[config.mk]
export PLATFORM = sky130hd
export DESIGN_NAME = lvd_control
export DESIGN_NICKNAME = d
export VERILOG_FILES = /design/src/lvd_pkg.sv /design/src/lvd_sync_bit.sv /design/src/lvd_hysteresis.sv /design/src/lvd_control.sv
export VERILOG_INCLUDE_DIRS = /design/src
export SDC_FILE = /design/constraint.sdc
export NUM_CORES = 1
export LEC_CHECK = 0
export BUFFER_PORTS_ARGS = -buffer_cell sky130_fd_sc_hd__buf_2
export CAP_MARGIN = 20
export CORE_MARGIN = 4
export CORE_UTILIZATION = 45
export CTS_CLUSTER_DIAMETER = 200
export DETAILED_ROUTE_END_ITERATION = 8
export GPL_TIMING_DRIVEN = 0
export HOLD_SLACK_MARGIN = 0.05
export PLACE_DENSITY = 0.86
export SETUP_SLACK_MARGIN = 0.2
export SYNTH_ARGS = -nofsm -noshare
export SYNTH_HDL_FRONTEND = slang
export SYNTH_SLANG_ARGS = --single-unit
[constraint.sdc]
create_clock -name pclk -period 2.2 [get_ports pclk]
set_input_delay 0.33 -clock pclk [delete_from_list [all_inputs] [get_ports pclk]]
set_output_delay 0.33 -clock pclk [all_outputs]
set_load 0.01 [all_outputs]
[src/lvd_defines.svh]
// Purpose: Offsets, field positions, reset values and timing counts of the supply monitor.
// Assumes: 32-bit APB data, byte addresses.
// Notes: Definitions only.
`ifndef LVD_DEFINES_SVH
`define LVD_DEFINES_SVH

`define LVD_CTRL_OFFSET 16'h1400
`define LVD_IRQ_STATUS_OFFSET 16'h1410
`define LVD_IRQ_MASK_OFFSET 16'h1414
`define LVD_CTRL_RESET 32'h0000_0000
`define LVD_BIT_ENABLE 15
`define LVD_BIT_HALT_IDLE 13
`define LVD_BIT_DIRECTION 11
`define LVD_BIT_BG_STABLE 10
`define LVD_BIT_REFS_STABLE 9
`define LVD_BIT_EVENT 8
`define LVD_BIT_OUT_GATE 7
`define LVD_LEVEL_MSB 3
`define LVD_NMI_BIT 18
`define LVD_IRQ_BIT_EVENT 0
`define LVD_IRQ_BIT_REFS 1
`define LVD_IRQ_WIDTH 2
`define LVD_HYST_NS 1000
`define LVD_CLK_MHZ 40
`define LVD_HYST_CYCLES ((`LVD_HYST_NS * `LVD_CLK_MHZ + 999) / 1000)

`endif

[src/lvd_pkg.sv]
// Purpose: Types shared by the supply monitor files.
// Assumes: Nothing beyond the defines header.
// Notes: Modes follow the system power state.
package lvd_pkg;
  typedef enum logic [1:0] {
    mode_run,
    mode_idle,
    mode_sleep,
    mode_freeze
  } sys_mode_t;
  typedef enum {
    det_clear,
    det_tripped
  } det_state_t;
endpackage

[src/lvd_sync_bit.sv]
// Purpose: Two flip-flop synchroniser for one analog status level.
// Assumes: Single clock pclk.
// Notes: First stage feeds only the second stage.
`timescale 1ns/1ps
`default_nettype none
module lvd_sync_bit (
  input wire logic pclk,
  input wire logic presetn,
  input wire logic async_in,
  output logic sync_out
);
  logic stage1;
  always_ff @(posedge pclk or negedge presetn) begin
    if (!presetn) begin
      stage1 <= 1'b0;
      sync_out <= 1'b0;
    end else begin
      stage1 <= async_in;
      sync_out <= stage1;
    end
  end
endmodule
`default_nettype wire

[src/lvd_hysteresis.sv]
// Purpose: Debounced trip state with a hold-off time against chatter.
// Assumes: compare input already synchronised and gated; qualification arrives on its own input.
// Notes: Leaves the tripped state after the hold-off elapses clear, or at once when not qualified.
`timescale 1ns/1ps
`default_nettype none
`include "lvd_defines.svh"
module lvd_hysteresis
  import lvd_pkg::*;
#(
  parameter int unsigned HOLD_CYCLES = `LVD_HYST_CYCLES
) (
  input wire logic pclk,
  input wire logic presetn,
  input wire logic run,
  input wire logic qualified,
  input wire logic compare,
  output logic tripped
);
  localparam int unsigned CW = $clog2(HOLD_CYCLES + 1);
  localparam logic [CW-1:0] HOLD_MAX = CW'(HOLD_CYCLES);
  det_state_t state;
  logic [CW-1:0] count;

  // A trip is entered at once, but released only after the compare has stayed clear or qualification drops.
  always_ff @(posedge pclk or negedge presetn) begin
    if (!presetn) begin
      state <= det_clear;
      count <= '0;
    end else if (!qualified) begin
      state <= det_clear;
      count <= '0;
    end else if (run) begin
      case (state)
        det_clear: begin
          count <= '0;
          if (compare) begin
            state <= det_tripped;
          end
        end
        det_tripped: begin
          if (compare) begin
            count <= '0;
          end else if (count >= HOLD_MAX - CW'(1)) begin
            state <= det_clear;
            count <= '0;
          end else begin
            count <= count + CW'(1);
          end
        end
        default: begin
          state <= det_clear;
          count <= '0;
        end
      endcase
    end
  end

  assign tripped = (state == det_tripped);
endmodule
`default_nettype wire

[src/lvd_control.sv]
// Purpose: Control register, event logic and interrupts of the supply monitor.
// Assumes: APB slave on pclk; analog comparator and references outside.
// Notes: A raw comparator path keeps events alive while clocks are stopped.
`timescale 1ns/1ps
`default_nettype none
`include "lvd_defines.svh"
// Functional notes
// - Low supply raises the NMI event on bit 18 of the NMI control register.
// - A low-voltage event blocks flash programming while present.
// - In Sleep, an enabled detector still raises its event without clock.
// - In Idle, run when halt bit is 0; else act as in Sleep.
// - Freeze holds outputs, makes no events, keeps register access.
// - Enable bit powers up detector and references and enables detection.
// - Direction bit: 1 fires at or above limit, 0 at or below.
// - Bit 10 shows band-gap stability, driven by hardware.
// - Bit 9 shows all internal references stable, driven by hardware.
// - Bit 8 shows the event interrupt active, driven by hardware.
// - Output gate bit 0 blocks comparator, 1 passes; set only.
// - Four-bit level field selects trip points, codes 4 to 7.
// - Bits 6-4 and all unimplemented bits read as zero.
// - Falling or rising supply by the direction bit, with hysteresis against chatter (code: only in Run and in Idle with halt bit 0; the raw Sleep path has none).
module lvd_control
  import lvd_pkg::*;
#(
  parameter int unsigned HOLD_CYCLES = `LVD_HYST_CYCLES
) (
  input wire logic pclk,
  input wire logic presetn,
  input wire logic psel,
  input wire logic penable,
  input wire logic pwrite,
  input wire logic [15:0] paddr,
  input wire logic [31:0] pwdata,
  input wire logic [3:0] pstrb,
  output logic [31:0] prdata,
  output logic pready,
  output logic pslverr,
  input wire logic [1:0] sys_mode,
  input wire logic cmp_below,
  input wire logic cmp_above,
  input wire logic bandgap_ok,
  input wire logic refs_ok,
  output logic monitor_power_en,
  output logic [3:0] trip_level_select,
  output logic nmi_event,
  output logic [31:0] nmi_control_register,
  output logic flash_prog_inhibit,
  output logic irq
);
  logic detector_enable;
  logic halt_when_idle;
  logic trip_direction_select;
  logic comparator_output_gate;
  logic [3:0] level;
  logic bandgap_stable_flag;
  logic internal_refs_stable_flag;
  logic event_flag;
  logic [`LVD_IRQ_WIDTH-1:0] irq_status;
  logic [`LVD_IRQ_WIDTH-1:0] irq_mask;
  logic bg_sync;
  logic refs_sync;
  logic below_sync;
  logic above_sync;
  logic run;
  logic frozen;
  logic qualified;
  logic compare;
  logic tripped;
  logic raw_trip;
  logic live_event;
  logic refs_prev;
  logic setup;
  logic wr_access;
  logic ctrl_hit;
  logic status_hit;
  logic mask_hit;
  logic [31:0] ctrl_value;
  logic [`LVD_IRQ_WIDTH-1:0] irq_sources;

  lvd_sync_bit sync_bg (
    .pclk(pclk), .presetn(presetn), .async_in(bandgap_ok), .sync_out(bg_sync)
  );
  lvd_sync_bit sync_refs (
    .pclk(pclk), .presetn(presetn), .async_in(refs_ok), .sync_out(refs_sync)
  );
  lvd_sync_bit sync_below (
    .pclk(pclk), .presetn(presetn), .async_in(cmp_below), .sync_out(below_sync)
  );
  lvd_sync_bit sync_above (
    .pclk(pclk), .presetn(presetn), .async_in(cmp_above), .sync_out(above_sync)
  );

  // Idle with the halt bit set behaves exactly like Sleep.
  assign frozen = (sys_mode_t'(sys_mode) == mode_freeze);
  assign run = (sys_mode_t'(sys_mode) == mode_run) ||
               ((sys_mode_t'(sys_mode) == mode_idle) && !halt_when_idle);
  assign qualified = detector_enable && internal_refs_stable_flag;
  // The gate blocks the comparator when clear; direction picks the threshold side.
  assign compare = comparator_output_gate &&
                   (trip_direction_select ? above_sync : below_sync);

  lvd_hysteresis #(
    .HOLD_CYCLES(HOLD_CYCLES)
  ) hyst (
    .pclk(pclk),
    .presetn(presetn),
    .run(run && !frozen),
    .qualified(qualified),
    .compare(compare),
    .tripped(tripped)
  );

  // Clockless path: the analog level itself carries the event while clocks are stopped.
  assign raw_trip = detector_enable && comparator_output_gate &&
                    (trip_direction_select ? cmp_above : cmp_below);
  assign live_event = run ? tripped : raw_trip;

  assign setup = psel && !penable;
  assign wr_access = psel && penable && pwrite;
  assign ctrl_hit = (paddr == `LVD_CTRL_OFFSET);
  assign status_hit = (paddr == `LVD_IRQ_STATUS_OFFSET);
  assign mask_hit = (paddr == `LVD_IRQ_MASK_OFFSET);

  // Status flags follow hardware; bus writes never touch them.
  always_ff @(posedge pclk or negedge presetn) begin
    if (!presetn) begin
      bandgap_stable_flag <= 1'b0;
      internal_refs_stable_flag <= 1'b0;
      event_flag <= 1'b0;
    end else if (!frozen) begin
      bandgap_stable_flag <= detector_enable && bg_sync;
      internal_refs_stable_flag <= detector_enable && refs_sync;
      event_flag <= qualified && live_event;
    end
  end

  // Software-owned fields; register access stays live even in Freeze.
  always_ff @(posedge pclk or negedge presetn) begin
    if (!presetn) begin
      detector_enable <= 1'b0;
      halt_when_idle <= 1'b0;
      trip_direction_select <= 1'b0;
      comparator_output_gate <= 1'b0;
      level <= 4'h0;
    end else if (wr_access && ctrl_hit) begin
      if (pstrb[1]) begin
        detector_enable <= pwdata[`LVD_BIT_ENABLE];
        halt_when_idle <= pwdata[`LVD_BIT_HALT_IDLE];
        trip_direction_select <= pwdata[`LVD_BIT_DIRECTION];
      end
      if (pstrb[0]) begin
        comparator_output_gate <= comparator_output_gate | pwdata[`LVD_BIT_OUT_GATE];
        level <= pwdata[`LVD_LEVEL_MSB:0];
      end
    end
  end

  assign ctrl_value = {16'h0000,
                       detector_enable, 1'b0, halt_when_idle, 1'b0,
                       trip_direction_select, bandgap_stable_flag,
                       internal_refs_stable_flag, event_flag,
                       comparator_output_gate, 3'h0, level};

  // Interrupt sources: event rising and references becoming stable.
  assign irq_sources = {internal_refs_stable_flag && !refs_prev,
                        qualified && live_event && !event_flag};

  always_ff @(posedge pclk or negedge presetn) begin
    if (!presetn) begin
      refs_prev <= 1'b0;
    end else begin
      refs_prev <= internal_refs_stable_flag;
    end
  end

  // A new event in the clearing cycle wins over the write-one clear.
  always_ff @(posedge pclk or negedge presetn) begin
    if (!presetn) begin
      irq_status <= '0;
      irq_mask <= '0;
    end else begin
      if (wr_access && status_hit && pstrb[0]) begin
        irq_status <= (irq_status & ~pwdata[`LVD_IRQ_WIDTH-1:0]) |
                      (frozen ? '0 : irq_sources);
      end else if (!frozen) begin
        irq_status <= irq_status | irq_sources;
      end
      if (wr_access && mask_hit && pstrb[0]) begin
        irq_mask <= pwdata[`LVD_IRQ_WIDTH-1:0];
      end
    end
  end

  // No wait state: the answer is registered from the setup cycle.
  always_ff @(posedge pclk or negedge presetn) begin
    if (!presetn) begin
      prdata <= 32'h0000_0000;
      pready <= 1'b0;
      pslverr <= 1'b0;
    end else if (setup) begin
      pready <= 1'b1;
      pslverr <= !(ctrl_hit || status_hit || mask_hit);
      if (pwrite) begin
        prdata <= 32'h0000_0000;
      end else if (ctrl_hit) begin
        prdata <= ctrl_value;
      end else if (status_hit) begin
        prdata <= {30'h0, irq_status};
      end else if (mask_hit) begin
        prdata <= {30'h0, irq_mask};
      end else begin
        prdata <= 32'h0000_0000;
      end
    end else begin
      pready <= 1'b0;
      pslverr <= 1'b0;
    end
  end

  // Outputs hold their values through Freeze.
  always_ff @(posedge pclk or negedge presetn) begin
    if (!presetn) begin
      monitor_power_en <= 1'b0;
      trip_level_select <= 4'h0;
      nmi_event <= 1'b0;
      nmi_control_register <= 32'h0000_0000;
      flash_prog_inhibit <= 1'b0;
      irq <= 1'b0;
    end else if (!frozen) begin
      monitor_power_en <= detector_enable;
      trip_level_select <= level;
      nmi_event <= qualified && live_event;
      nmi_control_register <= 32'(qualified && live_event) << `LVD_NMI_BIT;
      flash_prog_inhibit <= qualified && live_event;
      irq <= |(irq_status & irq_mask);
    end
  end
endmodule
`default_nettype wire

### Word level (Yosys, flattened, before mapping)

Cells that the tools add are included.

* add/subtract/negate cells: 1
* magnitude comparators: 1
* eq/ne operators: 12
* muxes and demuxes: 23
* bitwise logic cells: 6
* reduce and logical (&&, ||, !) cells: 34

Operator list (count)
* 32-bit two-way mux: 5
* 32-bit one-hot mux with 2 select lines: 1
* 16-bit by 13-bit equality test with 1-bit output, second input constant: 3
* 32-bit by 1-bit equality test with 1-bit output, second input constant: 1
* 32-bit by 2-bit equality test with 1-bit output, second input constant: 1
* 32-bit zero test: 1
* 16-bit two-way mux: 2
* 6-bit two-way mux: 5
* 1-bit logical AND: 19
* 2-bit two-way mux: 5
* 3-bit inequality test, second input constant: 3
* 6-bit by 1-bit adder with 6-bit output, second input constant: 1
* 6-bit greater-or-equal comparator, second input constant: 1
* 1-bit zero test: 6
* 1-bit two-way mux: 5
* 2-bit AND: 2
* 2-bit by 1-bit inequality test with 1-bit output, second input constant: 2
* 2-bit OR: 2
* 2-bit AND reduction: 2
* 4-bit AND reduction: 1
* 1-bit logical OR: 3
* 2-bit by 1-bit equality test with 1-bit output, second input constant: 1
* 2-bit equality test, second input constant: 1
* 2-bit zero test: 1
* other kinds (3): 3

* register bits: 102

### Logic depth before layout (Yosys ltp)

* depth in word-level cells: 9
* mapped depth: 6
* gate-level depth less buffers: 5

### Cells and area by module

From an unflattened synthesis, not the netlist that was laid out.

* cell total of the unflattened synthesis: 229
* area, all modules: 2529.9 sq um

Modules (own cells, without submodules)
* lvd_control: instances 1, cells each 179, area each 1940.6 sq um
* lvd_hysteresis: instances 1, cells each 42, area each 389.1 sq um
* lvd_sync_bit: instances 4, cells each 2, area each 50.0 sq um

### Least setup slack after synthesis

Ideal clock, no wire load.

* kind: input port to flip-flop
* start point: input port paddr[4]
* end point: register detector_enable
* arrival time: 1431 ps
* slack: 641 ps
* stages: 5
* path buffers: 1
* cells stage by stage: buf_4 > nor4_2 > nand4_1 > nor2_2 > mux2_1

* word-level cells in the longest chain between the ends: 3

RTL lines
* start, declared: line lvd_control.sv:32 `input wire logic [15:0] paddr,`
* 16-bit by 13-bit equality test with 1-bit output (no source line)
* 1-bit logical AND: line lvd_control.sv:145 `end else if (wr_access && ctrl_hit) begin`
* 2-bit AND reduction (no source line)
* end signal, assigned: line lvd_control.sv:147 `` detector_enable <= pwdata[`LVD_BIT_ENABLE]; ``
* end, declared: line lvd_control.sv:50 `logic detector_enable;`

No other way between the ends.
A chain may end at the register's enable or synchronous reset.

### Worst setup path after layout

* start point: register hyst.count[0]
* end point: register hyst.count[4]

* word-level cells in the longest chain between the ends: 6
* elaborated cells between the ends (all ways): 7

RTL lines
* start, declared: line lvd_hysteresis.sv:22 `logic [CW-1:0] count;`
* start signal, assigned: line lvd_hysteresis.sv:47 `count <= count + CW'(1);`
* 6-bit by 1-bit adder with 6-bit output or 6-bit greater-or-equal comparator (tied branches): line lvd_hysteresis.sv:47, lvd_hysteresis.sv:43
* 6-bit two-way mux (*): line lvd_hysteresis.sv:43 `end else if (count >= HOLD_MAX - CW'(1)) begin`
* 6-bit two-way mux (*): line lvd_hysteresis.sv:41 `if (compare) begin`
* 6-bit two-way mux (*): line lvd_hysteresis.sv:33 `case (state)`
* 6-bit two-way mux (*): line lvd_hysteresis.sv:32 `end else if (run) begin`
* 6-bit two-way mux (*): line lvd_hysteresis.sv:29 `end else if (!qualified) begin`

Mark *: on every way between the ends. The rest lies on a longest branch, timed or not. The select of a mux whose other input is x is not followed.

==> metrics.yaml <==
power:
  ir_drop_mv: 0.464
  p_int_mw: 1.35
  clockPowerShare_pct: 34.3
  power_density_mw_per_mm2: 536
  p_comb_share_pct: 12.0
  seqPwrFrac_pct: 53.6
  p_sw_mw: 0.390
  p_leak_nw: 1.79
  p_sw_share_pct: 22.5
synthesis:
  yosysTopAreaCell: "dfrtp_1"
  ys_warn_count: 0
  synth_common_cells: "buf_4 (57), dfrtp_1 (50), nand2_1 (16)"
  synth_edf_count: 0
  async_flop_share_pct: 100
  syn_inst: 229
  ys_ff_latch: 50
  synth_most_common_cell: "buf_4"
  yosys-top-cells-area: "dfrtp_1 (49%), buf_4 (17%), mux2_2 (4.4%)"
  ys_types: 45
  yosysTopAreaCellShare_pct: 49.2
  synth_top_flop_cell: "dfrtp_1"
  avgSynthCellArea_um2: 11.1
  syn-cell-area_mm2: 0.00254
  yosysSeqAreaShare_pct: 49.2
routing:
  drtPass1Iterations: 4
  drc: 0
  drtIter0Drc: 107
  vias: 1891
  vias_per_cell: 4.55
  drt-total-wl_um: 5100
  ant_nets: 0
  avgRoutedWirePerCell_um: 12.3
sta:
  finalSetupTns_ns: 0
  fin_skew_ns: 0.00224
  hold_viol: 0
  rsz0062_at_grt: "no"
  post-route-min-period_ns: 1.69
  maxSlewViolCount: 0
  period_share_pct: 76.7
  max_freq_mhz: 593
  setup_viol: 0
final_layout:
  fin_nets: 407
  syn_to_final_growth_pct: 27.2
  antenna_cells: 0
  fin_area_mm2: 0.00324
  layout-drive-gt1-share_pct: 41.9
grt:
  top_usage_layer: "met2"
  gr-usage-met1_pct: 19.3
  grt_pass1_wl_um: 8400
  track_usage_pct: 14.9
  first_global_vias: 1768
  grt_max_degree: 51
  use_met2_pct: 23.3
  antenna_found_initial: 0
  use_met3_pct: 4.37
  overflow: 0
die:
  start_util_pct: 46.2
  coreArea_mm2: 0.00551
  dieWidth_um: 83.2
  die_height_um: 83.2
  io_pins: 137
  placementRows: 27
  dieArea_mm2: 0.00692
outcome:
  status: "complete, no violations"
critical_path:
  slowest_stage: "dfrtp_1"
  reg2reg_depth: 5
  crit_chain: "ha_1, a211o_1, a21oi_2, nand3_1, o31ai_1"
  end_kind: "flip-flop"
  cp_data_required_time_ns: 2.41
  worst-path-max-fanout: 6
  worst_setup_path_start_kind: "flip-flop"
  worst-setup-path-type: "reg2reg"
  max_stage_delay_ns: 0.41
  cp.arrival_ns: 1.90
place:
  place_congestion: 0.807
  dpl-instance-area_mm2: 0.00310
  dp_hpwl_um: 4040
  placement.io_buffers: 54
clock_tree:
  cts-root-buf: "clkbuf_8"
  cts_buffers: 5
  clk_latency_ns: 0.30
  cts_htree_levels: 2
  cts_buffer_depth: 2
  clk_pin_slew_ns: 0.08
  post_cts_buffers: 0
  cts_tree: "yes"
  clock_sinks: 50
min_path:
  hold_path_class: "in2reg"
  worstHoldPathCells: 1
run:
  max_cap_viol_count: 0
## flip-flops by register name, indices dropped and copies added (netlist names), 2 cells and up
name,flops
hyst.count,6
irq_status,2
trip_level_select,4
level,4
irq_mask,2
prdata,11
## critical path: cells and delay by family (launching register included)
| kind | cells | cell delay (ns) |
|---|---|---|
| adders and majority gates | 1 | 0.25 |
| and+or+nand+nor | 1 | 0.16 |
| DFF | 1 | 0.41 |
| AOI/OAI and AO/OA | 3 | 0.78 |
## final cells by class
| type | count | area (um^2) |
|---|---|---|
| inverter | 6 | 22.5 |
| sequential | 50 | 1250 |
| timing repair buffer | 56 | 300 |
| fill | 485 | 2270 |
| buffer | 62 | 455 |
| clock buffer | 8 | 110 |
| tap | 72 | 90.1 |
| multi-input combinational | 162 | 1010 |
## per-layer routing
metal / vias up / part of all wire, %
met5: - / 0
met2: 65 / 49
met1: 891 / 42
li1: 925 / -
met3: 10 / 6.4
met4: 0 / 2.0
## per-stage QoR
step	hold WS (ns)	power, mW	setup WS [ns]	instances	utilization [%]
finish	0.132	1.74	0.513	416	58.8
global placement	0.333	1.15	0.546	406	56.2
detailed placement	0.337	1.15	0.482	406	56.2
floorplan	0.0344	1.09	0.641	280	-
CTS	0.122	1.75	0.503	414	58.2
global route	0.120	1.82	0.380	416	58.8
## placed cells by master, fill, tap and decap left out, types with 6 or more instances in the layout
master,count
buf_4,57
buf_2,55
conb_1,52
dfrtp_1,50
nand2_1,16
mux2_2,10
nor2_1,9
nand3_1,9
a22o_1,9
clkbuf_8,8
inv_1,6
## power groups by stage
stage / Sequential, mW / Clock, mW / Combinational, mW
2_1_floorplan: 0.951 / 0 / 0.138
3_3_place_gp: 0.949 / 0 / 0.197
3_5_place_dp: 0.949 / 0 / 0.199
4_1_cts: 0.931 / 0.614 / 0.200
5_1_grt: 0.932 / 0.659 / 0.231
6_report: 0.931 / 0.596 / 0.209
## logic make-up (layout without fill, tap and decap cells)
group,Yosys count,count (layout),share of synthesized area [%]
simple gates,56,56,13.0
other cells,1,52,0.147
fa+ha+maj,1,1,0.492
mux,18,18,8.11
flops,50,50,49.2
compound gates,35,35,10.3
buf+inv,68,132,18.8
## timing repair
action	in CTS	in global routing
endpoints found under the hold margin	0	7
gates resized for setup	0	0
setup endpoints to repair	0	0
hold buffers	0	1
## worst paths after layout
path                                    from                   to  slack [ns]
min                                  refs_ok     sync_refs.stage1        0.13
max reg2reg                    hyst.count[0]        hyst.count[4]        0.51
min reg2reg                sync_above.stage1  sync_above.sync_out        0.35
min in group asynchronous            presetn  sync_above.sync_out        0.41
max                            hyst.count[0]        hyst.count[4]        0.51
max in group asynchronous            presetn     sync_refs.stage1        1.32
No activity file was read; power rests on OpenSTA's default activity.
